`src/shared/sesb_cfg.svh`:
```
/*
  Constants of the sticky error status bank: offsets, field positions,
  reset values and per-bit masking classes.
  Assumes inclusion by bare name from design files.
*/
`ifndef SESB_CFG_SVH
`define SESB_CFG_SVH

// ----------------------------------------------------------------
// register offsets
// ----------------------------------------------------------------
`define SESB_ADDR_ID 8'h3F
`define SESB_ADDR_ZONES 8'h40
`define SESB_ADDR_VOLT_LO 8'h41
`define SESB_ADDR_VOLT_HI 8'h42

// ----------------------------------------------------------------
// identification fields
// ----------------------------------------------------------------
`define SESB_STEP_LSB 0
`define SESB_VER_LSB 4

// ----------------------------------------------------------------
// status layout, 24 bits: 42h in [23:16], 41h in [15:8], 40h in [7:0]
// ----------------------------------------------------------------
`define SESB_STATUS_RESET 8'h00
`define SESB_IMPL_MASK 24'hF1471F
`define SESB_SLEEP_ALWAYS 24'h414710
`define SESB_SLEEP_OPTION 24'h300003
`define SESB_REGULATOR_BIT 4
`define SESB_READ_IDLE 8'h00

`endif

```
`src/shared/sesb_pkg.sv`:
```
/*
  Types of the sticky error status bank.
  Assumes nothing beyond a SystemVerilog compiler.
*/
package sesb_pkg;

  // ----------------------------------------------------------------
  // system sleep state as reported by the host
  // ----------------------------------------------------------------
  typedef enum logic [1:0] {
    SESB_S0 = 2'h0,
    SESB_S1 = 2'h1,
    SESB_S3 = 2'h2,
    SESB_S45 = 2'h3
  } sesb_sleep_t;

  localparam int unsigned SESB_NUM_REGS = 3;
  localparam int unsigned SESB_FLAGS = 8 * SESB_NUM_REGS;

endpackage

```
`src/logic/sesb_flag_cell.sv`:
```
/*
  One sticky error flag.
  Assumes condition and mask from logic on the same clock.
*/
`timescale 1ns/1ns

module sesb_flag_cell #(
  parameter bit IMPLEMENTED = 1'b1
) (
  // clock and reset
  input wire logic clk_sys_in,
  input wire logic rst_n_in,
  // event side
  input wire logic cond_in,
  input wire logic masked_in,
  // software clear
  input wire logic clear_in,
  // state
  output logic flag_out
);

  logic active;
  logic next_flag;

  // ----------------------------------------------------------------
  // next value
  // ----------------------------------------------------------------
  always_comb begin
    active = cond_in & ~masked_in;
    // set beats clear; an unmasked live condition holds the flag
    next_flag = IMPLEMENTED & (active | (flag_out & ~clear_in)); // see R2 // see R6 // see R7 // see R8 //
  end

  always_ff @(posedge clk_sys_in or negedge rst_n_in) begin
    if (!rst_n_in) begin
      flag_out <= 1'b0;
    end else begin
      flag_out <= next_flag;
    end
  end

endmodule // sesb_flag_cell

```
`src/logic/sesb_bank.sv`:
```
/*
  Sticky error status bank with identification register and summary alert.
  Assumes a register port driven by a serial front end on the same clock,
  limit comparators on the same clock, and an asynchronous regulator-hot pin.
*/
`timescale 1ns/1ns
`include "sesb_cfg.svh"

// Behaviour
// the identification register is read-only, stepping in [3:0], version in [7:4].
// a monitored error event sets its status flag.
// the summary error flag is set whenever any status flag is set.
// with alert enabled, the alert output asserts whenever the summary flag is set.
// processor-hot fixed-threshold flags never reach the summary flag or alert.
// a set flag stays set after its cause goes away until software clears it.
// a clear has no effect while the cause persists and the error is unmasked.
// a masked error's flag clears on request even with the cause present.
// in ASF mode a read or a write of ones clears flags; otherwise only a write of ones.
// the host reports sleep state, and events are masked in their listed sleep states.
// register 40h bits 0-3 flag zones 1-4; zones 1-2 optionally sleep-masked, 3-4 never.
// register 40h bit 4 flags regulator-hot, masked in S3 and S4/5; bits 7:5 reserved.
// register 41h bits 0-2 flag analog inputs 1-3 and bit 6 input 7, all sleep-masked.
// register 42h bit 0 flags input 9, bits 4-7 inputs 13-16 with mixed sleep masking.
// reserved status bits read as zero and ignore writes.
module sesb_bank #(
  parameter int unsigned VERSION_ID = 4'hA,  // arbitrary value
  parameter int unsigned STEPPING_ID = 4'h3  // arbitrary value
) (
  // clock and reset
  input wire logic clk_sys_in,
  input wire logic rst_n_in,
  // register port
  input wire logic [7:0] reg_addr_in,
  input wire logic reg_wr_in,
  input wire logic [7:0] reg_wdata_in,
  input wire logic reg_rd_in,
  output logic [7:0] reg_rdata_out,
  // mode and masking
  input wire logic asf_mode_in,
  input wire logic alert_enable_in,
  input wire sesb_pkg::sesb_sleep_t sleep_state_in,
  input wire logic [23:0] error_mask_in,
  input wire logic [23:0] sleep_option_mask_in,
  // error events
  input wire logic [3:0] zone_out_of_limit_in,
  input wire logic regulator_hot_input_in,
  input wire logic [2:0] analog_one_to_three_out_in,
  input wire logic analog_seven_out_in,
  input wire logic analog_nine_out_in,
  input wire logic [3:0] analog_thirteen_to_sixteen_out_in,
  // summary
  output logic error_summary_flag_out,
  output logic alert_n_out
);

  // ----------------------------------------------------------------
  // parameter check
  // ----------------------------------------------------------------
  if (VERSION_ID > 15 || STEPPING_ID > 15) begin : g_bad_id
    $error("identification fields are four bits wide");
  end

  localparam logic [7:0] ID_VALUE =
    8'((VERSION_ID << `SESB_VER_LSB) | (STEPPING_ID << `SESB_STEP_LSB));

  // ----------------------------------------------------------------
  // regulator-hot pin synchroniser
  // ----------------------------------------------------------------
  logic reg_hot_meta;
  logic reg_hot_sync;

  always_ff @(posedge clk_sys_in or negedge rst_n_in) begin
    if (!rst_n_in) begin
      reg_hot_meta <= 1'b0;
      reg_hot_sync <= 1'b0;
    end else begin
      reg_hot_meta <= regulator_hot_input_in;
      reg_hot_sync <= reg_hot_meta;
    end
  end

  // ----------------------------------------------------------------
  // condition and mask vectors
  // ----------------------------------------------------------------
  logic [23:0] cond;
  logic [23:0] sleep_mask;
  logic [23:0] masked;
  logic [23:0] clear;
  logic [23:0] flags;
  logic sleeping;

  always_comb begin
    cond = 24'h000000;
    cond[3:0] = zone_out_of_limit_in;
    cond[`SESB_REGULATOR_BIT] = reg_hot_sync;
    cond[10:8] = analog_one_to_three_out_in;
    cond[14] = analog_seven_out_in;
    cond[16] = analog_nine_out_in;
    cond[23:20] = analog_thirteen_to_sixteen_out_in;
    sleeping = (sleep_state_in == sesb_pkg::SESB_S3) ||
               (sleep_state_in == sesb_pkg::SESB_S45);
    // fixed classes plus host-selected optional ones
    sleep_mask = sleeping ?
      (`SESB_SLEEP_ALWAYS | (`SESB_SLEEP_OPTION & sleep_option_mask_in)) :
      24'h000000;  // see R10 // see R11 // see R12 // see R13 //
    masked = error_mask_in | sleep_mask;
  end

  // ----------------------------------------------------------------
  // clear requests per status register
  // ----------------------------------------------------------------
  logic [2:0] hit;

  always_comb begin
    hit[0] = (reg_addr_in == `SESB_ADDR_ZONES);
    hit[1] = (reg_addr_in == `SESB_ADDR_VOLT_LO);
    hit[2] = (reg_addr_in == `SESB_ADDR_VOLT_HI);
  end

  for (genvar i = 0; i < 24; i++) begin : g_flag
    // write one clears; a read clears too in ASF mode
    assign clear[i] = hit[i / 8] &
                      ((reg_wr_in & reg_wdata_in[i % 8]) |
                       (asf_mode_in & reg_rd_in));
    sesb_flag_cell #(
      .IMPLEMENTED(1'(`SESB_IMPL_MASK >> i))
    ) u_cell (
      .clk_sys_in(clk_sys_in),
      .rst_n_in(rst_n_in),
      .cond_in(cond[i]),
      .masked_in(masked[i]),
      .clear_in(clear[i]),
      .flag_out(flags[i])
    );
  end

  // ----------------------------------------------------------------
  // read data, summary and alert
  // ----------------------------------------------------------------
  logic [7:0] next_rdata;
  logic next_summary;
  logic next_alert_n;

  always_comb begin
    case (reg_addr_in)
      `SESB_ADDR_ID: next_rdata = ID_VALUE;
      `SESB_ADDR_ZONES: next_rdata = flags[7:0];
      `SESB_ADDR_VOLT_LO: next_rdata = flags[15:8];
      `SESB_ADDR_VOLT_HI: next_rdata = flags[23:16];
      default: next_rdata = `SESB_READ_IDLE;
    endcase
    if (!reg_rd_in) begin
      next_rdata = reg_rdata_out;
    end
    // only the three banks here feed the summary
    next_summary = |flags;  // see R3 //
    next_alert_n = ~(alert_enable_in & error_summary_flag_out);
  end

  always_ff @(posedge clk_sys_in or negedge rst_n_in) begin
    if (!rst_n_in) begin
      reg_rdata_out <= `SESB_READ_IDLE;
      error_summary_flag_out <= 1'b0;
      alert_n_out <= 1'b1;
    end else begin
      reg_rdata_out <= next_rdata;
      error_summary_flag_out <= next_summary;
      alert_n_out <= next_alert_n;
    end
  end
endmodule // sesb_bank

```
`config.mk`:
```
export PLATFORM = sky130hd
export DESIGN_NAME = sesb_bank
export DESIGN_NICKNAME = d
export VERILOG_FILES = /design/src/shared/sesb_pkg.sv /design/src/logic/sesb_flag_cell.sv /design/src/logic/sesb_bank.sv
export VERILOG_INCLUDE_DIRS = /design/src /design/src/shared
export SDC_FILE = /design/constraint.sdc
export NUM_CORES = 1
export LEC_CHECK = 0
export BUFFER_PORTS_ARGS = -buffer_cell sky130_fd_sc_hd__buf_2
export CORE_MARGIN = 2
export CORE_UTILIZATION = 40
export CTS_CLUSTER_SIZE = 20
export DETAILED_ROUTE_END_ITERATION = 7
export HOLD_SLACK_MARGIN = 0.05
export PLACE_DENSITY_LB_ADDON = 0.15
export SKIP_LAST_GASP = 1
export SYNTH_ARGS = -nofsm -noshare
export SYNTH_HDL_FRONTEND = slang
export SYNTH_SLANG_ARGS = --single-unit
```
`constraint.sdc`:
```
create_clock -name clk_sys_in -period 1.1 [get_ports clk_sys_in]
set_input_delay 0.22 -clock clk_sys_in [delete_from_list [all_inputs] [get_ports clk_sys_in]]
set_output_delay 0.22 -clock clk_sys_in [all_outputs]
set_load 0.02 [all_outputs]
```
==> flow_metrics.env <==
export IMPL_synth_top_flop_cell="dfrtp_1"
export IMPL_pin_count=96
export IMPL_netlist_instances=143
export IMPL_grt_remaining_overflow=0
export IMPL_p_leak_nw=1.06
export IMPL_grt_max_degree=27
export IMPL_antenna_found_initial=0
export IMPL_hp_class="in -> reg"
export IMPL_p_int_mw=1.33
export IMPL_drt_iter0_markers=72
export IMPL_dieArea_sq_mm=0.00389
export IMPL_r2r_end="reg_rdata_out[1]"
export IMPL_clock_root_buffer="clkbuf_4"
export IMPL_core_sq_mm=0.00331
export IMPL_worst_pin_slew_ns=0.364
export IMPL_skew_ns=0.00947
export IMPL_wl_microns=3890
export IMPL_run_status="finished with violations"
export IMPL_pwr_share_comb_pct=22.5
export IMPL_ys_seq_area_share_pct=47.8
export IMPL_timing_rr_start="g_flag[9].u_cell.flag_out"
export IMPL_reg2regPathDepth=3
export IMPL_slew_violations=0
export IMPL_grtUsageTotal_pct=20.7
export IMPL_numCtsBuffers=3
export IMPL_maxCapViolations=0
export IMPL_initial_core_util_pct=41.2
export IMPL_htree_levels=1
export IMPL_violations="negative setup slack"
export IMPL_avgRoutedWirePerCell_microns=13.8
export IMPL_rsz0062_at_grt="yes"
export IMPL_drive_gt1_share_pct=49.6
export IMPL_required_ns=1.36
export IMPL_syn_area_sq_mm=0.00136
export IMPL_seqPwrFrac_pct=54.7
export IMPL_setup_ws_ns=-0.104
export IMPL_detail_route_antenna_nets=0
export IMPL_endpoint="reg_rdata_out[1]"
export IMPL_switchingPower_mw=0.480
export IMPL_fmax_ghz=0.831
export IMPL_clkSinkCount=26
export IMPL_yosysTopAreaCell="dfrtp_1"
export IMPL_r2r_slack_ns=-0.07
export IMPL_startpoint_type="input pin"
export IMPL_swShare_pct=26.5
export IMPL_fp_dieW_microns=62.4
export IMPL_port_buffers=64
export IMPL_die_h_microns=62.4
export IMPL_end_kind="register"
export IMPL_hpwl_microns=3010
export IMPL_syn_nets=229
export IMPL_vias_per_cell=5.07
export IMPL_grt_pass1_wl_microns=6560
export IMPL_cts_tree="done"
export IMPL_n_antenna_cell=0
export IMPL_p_per_area_mw_per_mm2=840
export IMPL_synth_seq_cells=26
export IMPL_critPathLaunch="reg_addr_in[4]"
export IMPL_max_slew_margin_rel_pct=75.8
export IMPL_num_vias=1429
export IMPL_yosysWarnings=0
export IMPL_grt_pass1_vias=1443
export IMPL_pwr_share_clk_pct=22.9
export IMPL_pre_cts_ws_ns=-0.442
export IMPL_finalWeightedCongestion=0.789
export IMPL_finalCritPeriodShare_pct=109
export IMPL_final_nets=323
export IMPL_fin_util_pct=65.2
export IMPL_rows=21
export IMPL_clockBufferDepth=2
export IMPL_fin_crit_ns=1.20
export IMPL_finalHoldViolations=0
export IMPL_path_max_fanout=6
export IMPL_first_pass_iters=4
export IMPL_finalPower_mw=1.81
export IMPL_synth_avg_cell_area_sq_um=9.53
export IMPL_syn_to_final_growth_pct=58.5
export IMPL_route_detailed_drc=0
export IMPL_netlist_cell_type_count=34
export IMPL_path_class="in -> reg"
export IMPL_synthTopCellsByArea="dfrtp_1 46%, a22oi_1 5.0%, a22o_1 4.5%"
export IMPL_synthArstFlopShare_pct=100
export IMPL_setup_viol=8
export IMPL_clk_pin_slew_ns=0.14
export IMPL_ir_worst_vdd_mv=0.384
export IMPL_clkLatencyLatePin_ns=0.32
export IMPL_cp_arrival_ns=1.46
export IMPL_synth_edf_count=0
export IMPL_synth_top_area_share_pct=45.9
## registers in the layout, indices dropped and copies added (netlist names)
signal,cells
g_flag.u_cell.flag_out,14
reg_rdata_out,8
alert_n_out,1
error_summary_flag_out,1
reg_hot_meta,1
reg_hot_sync,1
## cells by family after synthesis
family,after synthesis,share of synthesized area (%)
and+or+nand+nor,49,20.0
AOI/OAI and AO/OA,39,20.8
DFF,26,47.8
muxes,6,4.59
buffers and inverters,23,6.70
## cell type report
type,instances,area [sq um]
clock buffer,4,26.3
timing repair buffer,98,646
multi-input combinational,94,726
fill,297,1150
inverter,14,52.6
tap,46,57.6
sequential,26,652
## through the flow
step / hold slack (ns) / cells / cell area (sq um) / TNS, ns
floorplan: -0.0756 / 143 / 1400 / -3.44
global placement: 0.227 / 267 / 1900 / -6.20
detailed placement: 0.234 / 267 / 1900 / -6.64
CTS: 0.114 / 277 / 2050 / -0.215
global route: 0.110 / 282 / 2160 / -0.847
finish: 0.122 / 282 / 2160 / -0.321
## how the worst min path moves through the flow
stage	to	slack (ns)	startpoint	depth (start not counted)
5_1_grt	g_flag[16].u_cell.flag_out	0.11	analog_nine_out_in	2
2_1_floorplan	error_summary_flag_out	-0.08	rst_n_in	0
6_report	g_flag[16].u_cell.flag_out	0.12	analog_nine_out_in	2
3_3_place_gp	error_summary_flag_out	0.23	rst_n_in	2
3_5_place_dp	g_flag[16].u_cell.flag_out	0.23	rst_n_in	2
4_1_cts	g_flag[16].u_cell.flag_out	0.11	analog_nine_out_in	2
## per-layer routing
layer	track usage (%)	vias up	routed length (microns)
li1	-	711	-
met1	28.5	672	1780
met2	34.6	44	1890
met3	3.26	2	196
met4	5.00	0	19
met5	0	-	0
## Yosys cell counts (3+ instances only)
library cell / instances
o21ai_0: 8
nor2_1: 12
a21oi_1: 5
inv_1: 14
nor2b_1: 7
a22oi_1: 9
nor4_1: 7
a22o_1: 7
nand4_1: 3
nand3_1: 5
nand2_1: 6
clkbuf_1: 6
mux2i_1: 4
dfrtp_1: 25
## placed cells by master, fill, tap and decap left out, types with 2 or more instances in the layout
master | synthesis | routed
o21ai_0 | 8 | 2
dlygate4sd3_1 | 0 | 3
a22o_1 | 7 | 7
nor4_2 | 1 | 4
nor2_1 | 12 | 12
a32o_1 | 2 | 2
dfrtp_1 | 25 | 25
nor2b_1 | 7 | 7
nor4_4 | 0 | 3
nand2_1 | 6 | 6
buf_6 | 0 | 10
buf_2 | 1 | 54
nand4_1 | 3 | 3
buf_4 | 1 | 31
o21ai_2 | 0 | 4
a21oi_1 | 5 | 5
mux2_2 | 2 | 2
nand3_1 | 5 | 5
mux2i_1 | 4 | 4
nand3b_1 | 2 | 2
a22oi_1 | 9 | 8
a32oi_1 | 2 | 2
o21ai_1 | 0 | 2
inv_1 | 14 | 14
clkbuf_4 | 0 | 3
## critical path: stages
cell,delay (ns)
buf_6,0.09
or4_4,0.59
or4_1,0.43
a21oi_1,0.13
## what timing repair did
item / in CTS / in global routing
setup buffers: 3 / 5
pin swaps: 2 / 0
resized for setup: 21 / 18
setup endpoints to repair: 18 / 23
hold buffers: 3 / 0
endpoints found under the hold margin: 27 / 0
## power by group through the flow
stage / Sequential (mW) / Combinational [mW] / Clock (mW)
global route: 0.994 / 0.449 / 0.470
finish: 0.991 / 0.407 / 0.415
floorplan: 1.02 / 0.136 / 0
detailed placement: 1.01 / 0.349 / 0
global placement: 1.01 / 0.340 / 0
CTS: 0.991 / 0.388 / 0.435
Power figures use the tool's default switching activity.
